`src/mac_regs_pkg.sv`:
```
// Package for the station address table and DMA head pointer register bank.
// Assumes a 32-bit APB slave port with word-aligned byte addresses.
package mac_regs_pkg;

	// ----------------------------------------------------------------
	// Sizes
	// ----------------------------------------------------------------
	localparam int unsigned NUM_ENTRIES  = 8;
	localparam int unsigned NUM_CHANNELS = 8;
	localparam int unsigned INDEX_W      = 3;
	localparam int unsigned ADDR_W       = 48;
	localparam int unsigned UPPER_W      = 40;
	localparam int unsigned PADDR_W      = 12;

	// ----------------------------------------------------------------
	// Register byte offsets
	// ----------------------------------------------------------------
	localparam logic [11:0] OFS_SELECT   = 12'h000;
	localparam logic [11:0] OFS_HIGH     = 12'h004;
	localparam logic [11:0] OFS_LOW      = 12'h008;
	localparam logic [11:0] OFS_STATUS   = 12'h00C;
	localparam logic [11:0] OFS_VALID    = 12'h010;
	localparam logic [11:0] OFS_TX_HEAD  = 12'h040;
	localparam logic [11:0] OFS_RX_HEAD  = 12'h060;
	localparam logic [11:0] HEAD_SPAN    = 12'h020;

	// ----------------------------------------------------------------
	// Field positions
	// ----------------------------------------------------------------
	localparam int unsigned LOW_BYTE0_LSB  = 8;
	localparam int unsigned LOW_BYTE1_LSB  = 0;
	localparam int unsigned HIGH_BYTE2_LSB = 24;
	localparam int unsigned HIGH_BYTE3_LSB = 16;
	localparam int unsigned HIGH_BYTE4_LSB = 8;
	localparam int unsigned HIGH_BYTE5_LSB = 0;
	localparam int unsigned GROUP_BIT      = 40;
	localparam int unsigned GROUP_BIT_HIGH = 0;
	localparam int unsigned STAT_RX_LSB    = 8;

	// ----------------------------------------------------------------
	// Reset values
	// ----------------------------------------------------------------
	localparam logic [31:0] HIGH_RESET  = 32'h0000_0000;
	localparam logic [31:0] HEAD_RESET  = 32'h0000_0000;
	localparam logic [7:0]  BYTE_RESET  = 8'h00;
	localparam logic [31:0] READ_ZERO   = 32'h0000_0000;

	// ----------------------------------------------------------------
	// Carriers
	// ----------------------------------------------------------------
	typedef struct packed {
		logic              valid;
		logic [ADDR_W-1:0] dest;
	} frame_dest_t;

	typedef struct packed {
		logic               valid;
		logic               hit;
		logic [INDEX_W-1:0] entry;
	} match_result_t;

endpackage

```
`src/station_match.sv`:
```
// Compares one destination address against the station address table.
// Assumes entries arrive already composed; purely combinational.
`timescale 1ns/1ps
module station_match #(
	parameter int unsigned ENTRIES = 8
) (
	input  wire logic [47:0]                    dest,
	input  wire logic [ENTRIES*48-1:0]          table_addr,
	input  wire logic [ENTRIES-1:0]             table_valid,
	output logic                                hit,
	output logic [$clog2(ENTRIES)-1:0]          entry
);

	// ----------------------------------------------------------------
	// Lowest matching entry wins
	// ----------------------------------------------------------------
	// Group addresses never hit: the table only holds unicast entries
	always_comb begin
		hit   = 1'b0;
		entry = '0;
		for (int i = ENTRIES - 1; i >= 0; i--) begin
			if (table_valid[i] && !dest[mac_regs_pkg::GROUP_BIT] &&
			    table_addr[i*48 +: 48] == dest) begin
				hit   = 1'b1;
				entry = i[$clog2(ENTRIES)-1:0];
			end
		end
	end

endmodule

```
`src/mac_addr_table_and_dma_heads.sv`:
```
// Station address table and per-channel DMA head pointer registers.
// Assumes an APB master on core_clk; frame addresses and DMA done strobes
// come from logic on the same clock.
//
// Operation
// - Incoming destination matched against programmed entries
// - Low register bits 15:8 hold byte zero
// - Low register bits 7:0 hold byte one
// - High register holds bytes two to five
// - Group bit forced and read as zero
// - Three-bit select picks entry for writes
// - Upper 40 bits shared, low byte per entry
// - Eight transmit and eight receive head pointers
// - Transmit head write starts transmit queue
// - Receive head write enables receive into buffers
//
// The APB slave port and the placing of the registers were left to the implementer.
`timescale 1ns/1ps
module mac_addr_table_and_dma_heads #(
	parameter int unsigned ENTRIES  = mac_regs_pkg::NUM_ENTRIES,
	parameter int unsigned CHANNELS = mac_regs_pkg::NUM_CHANNELS
) (
	input  wire logic                                core_clk,
	input  wire logic                                reset_n,
	// APB slave
	input  wire logic                                psel,
	input  wire logic                                penable,
	input  wire logic                                pwrite,
	input  wire logic [mac_regs_pkg::PADDR_W-1:0]    paddr,
	input  wire logic [31:0]                         pwdata,
	output logic [31:0]                              prdata,
	output logic                                     pready,
	output logic                                     pslverr,
	// Receive address filter
	input  wire mac_regs_pkg::frame_dest_t           frame_dest,
	output mac_regs_pkg::match_result_t              match_result,
	// DMA engine side
	input  wire logic [CHANNELS-1:0]                 tx_queue_done,
	input  wire logic [CHANNELS-1:0]                 rx_queue_done,
	output logic [CHANNELS-1:0]                      tx_queue_start,
	output logic [CHANNELS-1:0]                      rx_queue_enable,
	output logic [CHANNELS*32-1:0]                   tx_head_pointer,
	output logic [CHANNELS*32-1:0]                   rx_head_pointer
);

	// ----------------------------------------------------------------
	// Functions
	// ----------------------------------------------------------------
	// Upper 40 address bits from high register and shared byte one
	function automatic logic [39:0] compose_upper(input logic [31:0] high, input logic [7:0] byte1);
		compose_upper = {high[7:0] & 8'hFE, high[15:8], high[23:16], high[31:24], byte1};
	endfunction

	// Channel number from a head pointer byte address
	function automatic logic [2:0] head_channel(input logic [11:0] addr);
		head_channel = addr[4:2];
	endfunction

	// Head pointer window hit
	function automatic logic in_window(input logic [11:0] addr, input logic [11:0] base);
		in_window = (addr >= base) && (addr < base + mac_regs_pkg::HEAD_SPAN) && (addr[1:0] == 2'b00);
	endfunction

	// ----------------------------------------------------------------
	// State
	// ----------------------------------------------------------------
	logic [2:0]          select_ff;
	logic [31:0]         high_ff;
	logic [7:0]          byte1_ff;
	logic [7:0]          byte0_ff [ENTRIES];
	logic [ENTRIES-1:0]  valid_ff;
	logic [31:0]         tx_head_ff [CHANNELS];
	logic [31:0]         rx_head_ff [CHANNELS];
	logic [CHANNELS-1:0] tx_err_ff;
	logic [CHANNELS-1:0] rx_err_ff;
	logic [CHANNELS-1:0] tx_start_ff;
	logic [31:0]         prdata_ff;
	logic                pready_ff;
	logic                pslverr_ff;
	mac_regs_pkg::match_result_t match_ff;

	// ----------------------------------------------------------------
	// Bus decode
	// ----------------------------------------------------------------
	// One wait state so that read data can come from a flop
	wire        acc_first  = psel && penable && !pready_ff;
	wire        acc_commit = psel && penable && pready_ff;
	wire        wr_commit  = acc_commit && pwrite;
	wire        hit_select = (paddr == mac_regs_pkg::OFS_SELECT);
	wire        hit_high   = (paddr == mac_regs_pkg::OFS_HIGH);
	wire        hit_low    = (paddr == mac_regs_pkg::OFS_LOW);
	wire        hit_status = (paddr == mac_regs_pkg::OFS_STATUS);
	wire        hit_valid  = (paddr == mac_regs_pkg::OFS_VALID);
	wire        hit_tx     = in_window(paddr, mac_regs_pkg::OFS_TX_HEAD);
	wire        hit_rx     = in_window(paddr, mac_regs_pkg::OFS_RX_HEAD);
	wire        mapped     = hit_select | hit_high | hit_low | hit_status | hit_valid | hit_tx | hit_rx;
	wire [2:0]  chan       = head_channel(paddr);
	wire        wdata_zero = (pwdata == mac_regs_pkg::HEAD_RESET);

	// ----------------------------------------------------------------
	// Composed table
	// ----------------------------------------------------------------
	wire [39:0]          upper = compose_upper(high_ff, byte1_ff);
	logic [ENTRIES*48-1:0] table_flat;

	// Each entry is the shared upper part plus its own byte zero
	always_comb begin
		for (int i = 0; i < ENTRIES; i++) begin
			table_flat[i*48 +: 48] = {upper, byte0_ff[i]};
		end
	end

	// ----------------------------------------------------------------
	// Read mux
	// ----------------------------------------------------------------
	logic [31:0] read_value;

	always_comb begin
		read_value = mac_regs_pkg::READ_ZERO;
		if (hit_select) begin
			read_value[2:0] = select_ff;
		end else if (hit_high) begin
			read_value = {high_ff[31:1], 1'b0};
		end else if (hit_low) begin
			read_value[15:8] = byte0_ff[select_ff];
			read_value[7:0]  = byte1_ff;
		end else if (hit_status) begin
			read_value[7:0]  = tx_err_ff;
			read_value[15:8] = rx_err_ff;
		end else if (hit_valid) begin
			read_value[ENTRIES-1:0] = valid_ff;
		end else if (hit_tx) begin
			read_value = tx_head_ff[chan];
		end else if (hit_rx) begin
			read_value = rx_head_ff[chan];
		end
	end

	// ----------------------------------------------------------------
	// APB handshake
	// ----------------------------------------------------------------
	// Ready rises one cycle into the access phase and drops after commit
	always_ff @(posedge core_clk or negedge reset_n) begin
		if (!reset_n) begin
			pready_ff  <= 1'b0;
			pslverr_ff <= 1'b0;
			prdata_ff  <= mac_regs_pkg::READ_ZERO;
		end else if (acc_first) begin
			pready_ff  <= 1'b1;
			pslverr_ff <= !mapped;
			prdata_ff  <= pwrite ? mac_regs_pkg::READ_ZERO : read_value;
		end else begin
			pready_ff  <= 1'b0;
			pslverr_ff <= 1'b0;
		end
	end

	// ----------------------------------------------------------------
	// Address table registers
	// ----------------------------------------------------------------
	// Select is only three bits; the rest of the word is dropped
	always_ff @(posedge core_clk or negedge reset_n) begin
		if (!reset_n) begin
			select_ff <= 3'b000;
			high_ff   <= mac_regs_pkg::HIGH_RESET;
		end else if (wr_commit && hit_select) begin
			select_ff <= pwdata[2:0];
		end else if (wr_commit && hit_high) begin
			high_ff <= {pwdata[31:1], 1'b0};
		end
	end

	// Low write stores shared byte one and this entry's byte zero
	always_ff @(posedge core_clk or negedge reset_n) begin
		if (!reset_n) begin
			byte1_ff <= mac_regs_pkg::BYTE_RESET;
			valid_ff <= '0;
			for (int i = 0; i < ENTRIES; i++) begin
				byte0_ff[i] <= mac_regs_pkg::BYTE_RESET;
			end
		end else if (wr_commit && hit_low) begin
			byte1_ff            <= pwdata[7:0];
			byte0_ff[select_ff] <= pwdata[15:8];
			valid_ff[select_ff] <= 1'b1;
		end
	end

	// ----------------------------------------------------------------
	// Receive address matching
	// ----------------------------------------------------------------
	localparam int unsigned INDEX_W_L = $clog2(ENTRIES);
	logic                   cmp_hit;
	logic [INDEX_W_L-1:0]   cmp_entry;

	station_match #(
		.ENTRIES     (ENTRIES)
	) u_match (
		.dest        (frame_dest.dest),
		.table_addr  (table_flat),
		.table_valid (valid_ff),
		.hit         (cmp_hit),
		.entry       (cmp_entry)
	);

	// Registered so the result leaves on a flop
	always_ff @(posedge core_clk or negedge reset_n) begin
		if (!reset_n) begin
			match_ff <= '0;
		end else begin
			match_ff.valid <= frame_dest.valid;
			match_ff.hit   <= frame_dest.valid && cmp_hit;
			match_ff.entry <= cmp_entry;
		end
	end

	// ----------------------------------------------------------------
	// Head pointers
	// ----------------------------------------------------------------
	// A write to a busy pointer is refused and flagged; zero always clears
	wire tx_wr = wr_commit && hit_tx;
	wire rx_wr = wr_commit && hit_rx;

	always_ff @(posedge core_clk or negedge reset_n) begin
		if (!reset_n) begin
			tx_start_ff <= '0;
			for (int i = 0; i < CHANNELS; i++) begin
				tx_head_ff[i] <= mac_regs_pkg::HEAD_RESET;
				rx_head_ff[i] <= mac_regs_pkg::HEAD_RESET;
			end
		end else begin
			tx_start_ff <= '0;
			for (int i = 0; i < CHANNELS; i++) begin
				if (tx_wr && chan == i[2:0] && (wdata_zero || tx_head_ff[i] == mac_regs_pkg::HEAD_RESET)) begin
					tx_head_ff[i]  <= pwdata;
					tx_start_ff[i] <= !wdata_zero;
				end else if (tx_queue_done[i]) begin
					tx_head_ff[i] <= mac_regs_pkg::HEAD_RESET;
				end
				if (rx_wr && chan == i[2:0] && (wdata_zero || rx_head_ff[i] == mac_regs_pkg::HEAD_RESET)) begin
					rx_head_ff[i] <= pwdata;
				end else if (rx_queue_done[i]) begin
					rx_head_ff[i] <= mac_regs_pkg::HEAD_RESET;
				end
			end
		end
	end

	// Error flags: set wins over a write-one clear in the same cycle
	always_ff @(posedge core_clk or negedge reset_n) begin
		if (!reset_n) begin
			tx_err_ff <= '0;
			rx_err_ff <= '0;
		end else begin
			for (int i = 0; i < CHANNELS; i++) begin
				if (tx_wr && chan == i[2:0] && !wdata_zero && tx_head_ff[i] != mac_regs_pkg::HEAD_RESET) begin
					tx_err_ff[i] <= 1'b1;
				end else if (wr_commit && hit_status && pwdata[i]) begin
					tx_err_ff[i] <= 1'b0;
				end
				if (rx_wr && chan == i[2:0] && !wdata_zero && rx_head_ff[i] != mac_regs_pkg::HEAD_RESET) begin
					rx_err_ff[i] <= 1'b1;
				end else if (wr_commit && hit_status && pwdata[mac_regs_pkg::STAT_RX_LSB + i]) begin
					rx_err_ff[i] <= 1'b0;
				end
			end
		end
	end

	// ----------------------------------------------------------------
	// Outputs
	// ----------------------------------------------------------------
	logic [CHANNELS-1:0]    rx_enable_ff;
	logic [CHANNELS*32-1:0] tx_flat_ff;
	logic [CHANNELS*32-1:0] rx_flat_ff;

	// Flat copies keep every output on a flop, one cycle behind the array
	always_ff @(posedge core_clk or negedge reset_n) begin
		if (!reset_n) begin
			rx_enable_ff <= '0;
			tx_flat_ff   <= '0;
			rx_flat_ff   <= '0;
		end else begin
			for (int i = 0; i < CHANNELS; i++) begin
				rx_enable_ff[i]        <= (rx_head_ff[i] != mac_regs_pkg::HEAD_RESET);
				tx_flat_ff[i*32 +: 32] <= tx_head_ff[i];
				rx_flat_ff[i*32 +: 32] <= rx_head_ff[i];
			end
		end
	end

	assign prdata          = prdata_ff;
	assign pready          = pready_ff;
	assign pslverr         = pslverr_ff;
	assign match_result    = match_ff;
	assign tx_queue_start  = tx_start_ff;
	assign rx_queue_enable = rx_enable_ff;
	assign tx_head_pointer = tx_flat_ff;
	assign rx_head_pointer = rx_flat_ff;

endmodule

```
`config.mk`:
```
export PLATFORM = sky130hd
export DESIGN_NAME = mac_addr_table_and_dma_heads
export DESIGN_NICKNAME = d
export VERILOG_FILES = /design/src/mac_regs_pkg.sv /design/src/station_match.sv /design/src/mac_addr_table_and_dma_heads.sv
export SDC_FILE = /design/constraint.sdc
export NUM_CORES = 2
export LEC_CHECK = 0
export BUFFER_PORTS_ARGS = -buffer_cell sky130_fd_sc_hd__buf_2
export CORE_AREA = 2 2 350 282
export CTS_BUF_LIST = sky130_fd_sc_hd__clkbuf_16
export CTS_CLUSTER_SIZE = 16
export DETAILED_ROUTE_END_ITERATION = 6
export DIE_AREA = 0 0 352 284
export GPL_TIMING_DRIVEN = 0
export PLACE_DENSITY = 0.74
export SLEW_MARGIN = 0
export SYNTH_ARGS = -nofsm -noshare
export SYNTH_HDL_FRONTEND = slang
export SYNTH_SLANG_ARGS = --single-unit
```
`constraint.sdc`:
```
create_clock -name core_clk -period 4.5 [get_ports core_clk]
set_input_delay 0.45 -clock core_clk [delete_from_list [all_inputs] [get_ports core_clk]]
set_output_delay 0.45 -clock core_clk [all_outputs]
set_load 0.02 [all_outputs]
```
==> results.txt <==
- Across the routed clock network, the largest skew measured is 0.02162 ns.
- Data on the critical path arrives at its endpoint at 4.52 ns.
- Setup Viol. Count Final: 0
* Netlist area before placement: 0.04793 mm^2
- The critical path is of the in -> reg type.
* Worst slack, placed: 0.2918 ns
- The number of nets handed over by synthesis was 3,933.
* Worst Tran Pin Value: 1.403 ns
* Switching Share: 23.42%
- The number of endpoints with negative hold slack in the final report was 0.
* Post-route worst setup slack: 0.6285 ns
- The number of clock buffers added by TritonCTS is 116.
- After detailed routing, the average wire length per cell comes to 33.86 um.
- The congestion estimate from routability-driven global placement came to 1.077.
* Vias in the first global route: 36,690
- Initial antenna violation count: 38
- Final period utilization: 86.03%
- After detailed routing, the number of remaining DRC violations is 0.
- Proportion of register bits with asynchronous set or reset after synthesis: 100.0%
- Clock share of power: 46.7%
* CTS root buf: clkbuf_16
- Post-layout net count: 4,711
- Synthesized instance count: 3,819
* Number of nets still failing antenna checks after routing: 0
* Number of top-level pins: 681
* Top Layer Used: met5
- Core utilization of the finished layout: 59.31%
- Worst-case vdd ir drop: 291.5 uV
- Wire segments on met2 add up to 86.55 mm in the final route.
- Once the floorplan was initialized, standard cells occupied 49.74% of the core.
- In the post-synthesis netlist, the cell with the most instances is dfrtp_1.
- The routed design uses 31.60 mm of met3 wire.
- Ordered cell list for the critical path: buf_2 -> buf_2 -> buf_2 -> clkbuf_1 -> nand2_1 -> nor2_1 -> nand2_1 -> o2111ai_1 -> a2bb2oi_1
* Final max-slew violation count: 0
* Hold/Removal Path Class: in -> reg
- Setup repair after global routing missed its margin: false
- Total leakage power: 27.77 nW
- Worst rel slew slack: 5.607%
- The first global-routing pass estimated 283.2 mm of wire.
- The die covers 0.09997 mm^2.
- Max Fanout on Critical Path: 10
* Type of element capturing the critical path: flip-flop
- The die is 352 um wide.
- Area growth from synthesis to layout: 19.24%
* Critical Path Most Common Cell: buf_2
- The die is 284 um tall.
- First DRT Iteration DRCs: 5,822
* Pin count of the biggest net entering global routing: 169
- Detailed-route vias per instance: 6.421
- Internal power component: 0.01703 W
- Proportion of power drawn by combinational gates: 4.5%
* Switch Pwr: 0.005207 W
- Filler-free cell count of the finished design: 6,018
- Distinct cell type count after synthesis: 58
- Yosys mapped a number of flops with a built-in enable equal to 0.
* Final global-route overflow total: 0
* Latest clock arrival within the worst-skew pair: 0.72 ns
- Router iterations before antenna repair: 6
- Required time reported for the critical path endpoint: 5.15 ns
* Critical path's top delay family: buffers and inverters
- Wl on met1: 75.16 mm
- Max Freq: 258.3 MHz
* Number of synthesized register bits: 1,209
- After routing, the total negative slack on setup checks comes to 0 ns.
- Cell taking the most area after synthesis: dfrtp_1
- Average footprint of a synthesized cell: 12.55 um^2
- Max-cap violations in this run came to 0.
- The slowest stage of the critical path is the clkbuf_1 cell.
- Of the total power, registers draw 48.9%.
- Synthesis warning total: 0
- After synthesis, the largest area contributor takes up 63.13% of total cell area.
* GRT Overall Usage: 40.30%
* Count of placed standard cells including taps: 5,777
* Count of standard-cell rows: 102
- Reg clk slew, reported paths: 0.07 ns
* Main synth FF type: dfrtp_1
- TritonCTS built the clock tree.
- Total core area: 0.09635 mm^2
- Kind of start point of the critical path: primary input
* Sum of routed wire length over all layers: 203.8 mm
* Shortest period the worst path allows: 3.871 ns
- H-tree levels: 3
* Sum of net half-perimeters after detailed placement: 157.3 mm
- By count the netlist is led by dfrtp_1 (1,209), o21ai_0 (500), nand3b_1 (325).
- Status: complete, no violations
* Number of port buffers: 648
* Maximum cell stage delay along the critical path: 1.01 ns
- Clock Path Buffers: 3
- Critical path buffers and inverters: 4
* Count of clock tree sinks: 1,209
- The routed layout has 38,644 vias.
* Synth top area cells: dfrtp_1 (63%), mux4_2 (7.0%), o21ai_0 (5.2%)
* Post-CTS setup repair buffer count: 0
- Power spread over the standard cell area amounts to 389.2 mW/mm^2.
* Fraction of the yosys area taken by sequential cells: 63.13%
* Proportion of layout cells with a drive suffix above 1: 23.81%
## area by class of cell
class / count / area (um^2)
antenna: 22 / 55.05
buffer: 288 / 1134
clock buffer: 118 / 2953
clock inverter: 99 / 1044
fill: 7850 / 39210
inverter: 64 / 240.2
multi-input combinational: 2258 / 16310
sequential: 1209 / 30250
tap: 1300 / 1627
timing repair buffer: 660 / 3533
## power groups by stage
stage	combinational [W]	sequential [W]	clock, W
after floorplan	0.000359	0.0111	0
after global routing	0.00104	0.0109	0.0108
after CTS	0.000967	0.0109	0.0104
after global placement	0.000927	0.0111	0
final	0.000995	0.0109	0.0104
after detailed placement	0.000963	0.0111	0
## through the flow
step                cell area (um^2)  power, W  hold slack, ns
floorplan                      47930   0.01144          0.1544
global placement               52800   0.01202          0.4128
detailed placement             53070   0.01204          0.2742
CTS                            57090   0.02222         0.08647
global route                   57100   0.02275          0.1068
finish                         57140   0.02224         0.09988
## path summary, 6_finish.rpt
check | start | to | slack [ns] | depth (start not counted)
max | paddr[3] | prdata[13] | 0.63 | 9
min | rx_queue_done[5] | rx_head_ff[95] | 0.1 | 3
min in group asynchronous | reset_n | tx_head_pointer[129] | 0.16 | 2
max reg2reg | pready | tx_head_ff[95] | 0.78 | 7
max in group asynchronous | reset_n | tx_head_ff[27] | 1.54 | 6
min reg2reg | tx_head_ff[126] | tx_head_pointer[158] | 0.43 | 0
## sequential cells by signal, indices dropped and copies added, names as in the netlist, 8 cells and up
register         flops
rx_head_ff         256
rx_head_pointer    256
tx_head_ff         256
tx_head_pointer    256
byte0_ff            64
prdata              32
high_ff             31
byte1_ff             8
rx_err_ff            8
rx_queue_enable      8
tx_err_ff            8
tx_queue_start       8
valid_ff             8
## tightest hold or removal path, cell delays in order
cell and delay [ns]:
buf_2 0.17, nand2b_1 0.12, o21ai_1 0.05
## layer usage
layer / GRT usage, % / vias to the layer above
met2: 56.92 / 3130
met5: 0.9048 / -
met3: 18.87 / 585
met1: 53.26 / 19663
li1: - / 15224
met4: 17.27 / 42
## cell usage in the layout, fill, tap and decap left out, drive strengths merged, types with 64 or more instances in the layout
master	n
buf	718
clkbuf	346
dfrtp	1209
inv	89
mux2	67
mux4	148
nand2	303
nand2b	207
nand3b	325
nor2	64
nor4	150
o21ai	591
## logic make-up after synthesis
group,count (synthesis),share of synthesized area [%]
flip-flops,1209,63.13
XOR/XNOR,98,1.791
AND/OR/NAND/NOR,1170,14.30
buffers and inverters,352,2.864
multiplexers,258,9.427
AO/OA/AOI/OAI,732,8.490
## timing repair
| item | 4_1_cts | 5_1_grt |
|---|---|---|
| resized for setup | 0 | 0 |
| hold endpoints to repair | 52 | 0 |
| hold buffers | 2 | 0 |
Power figures use the tool's default switching activity.
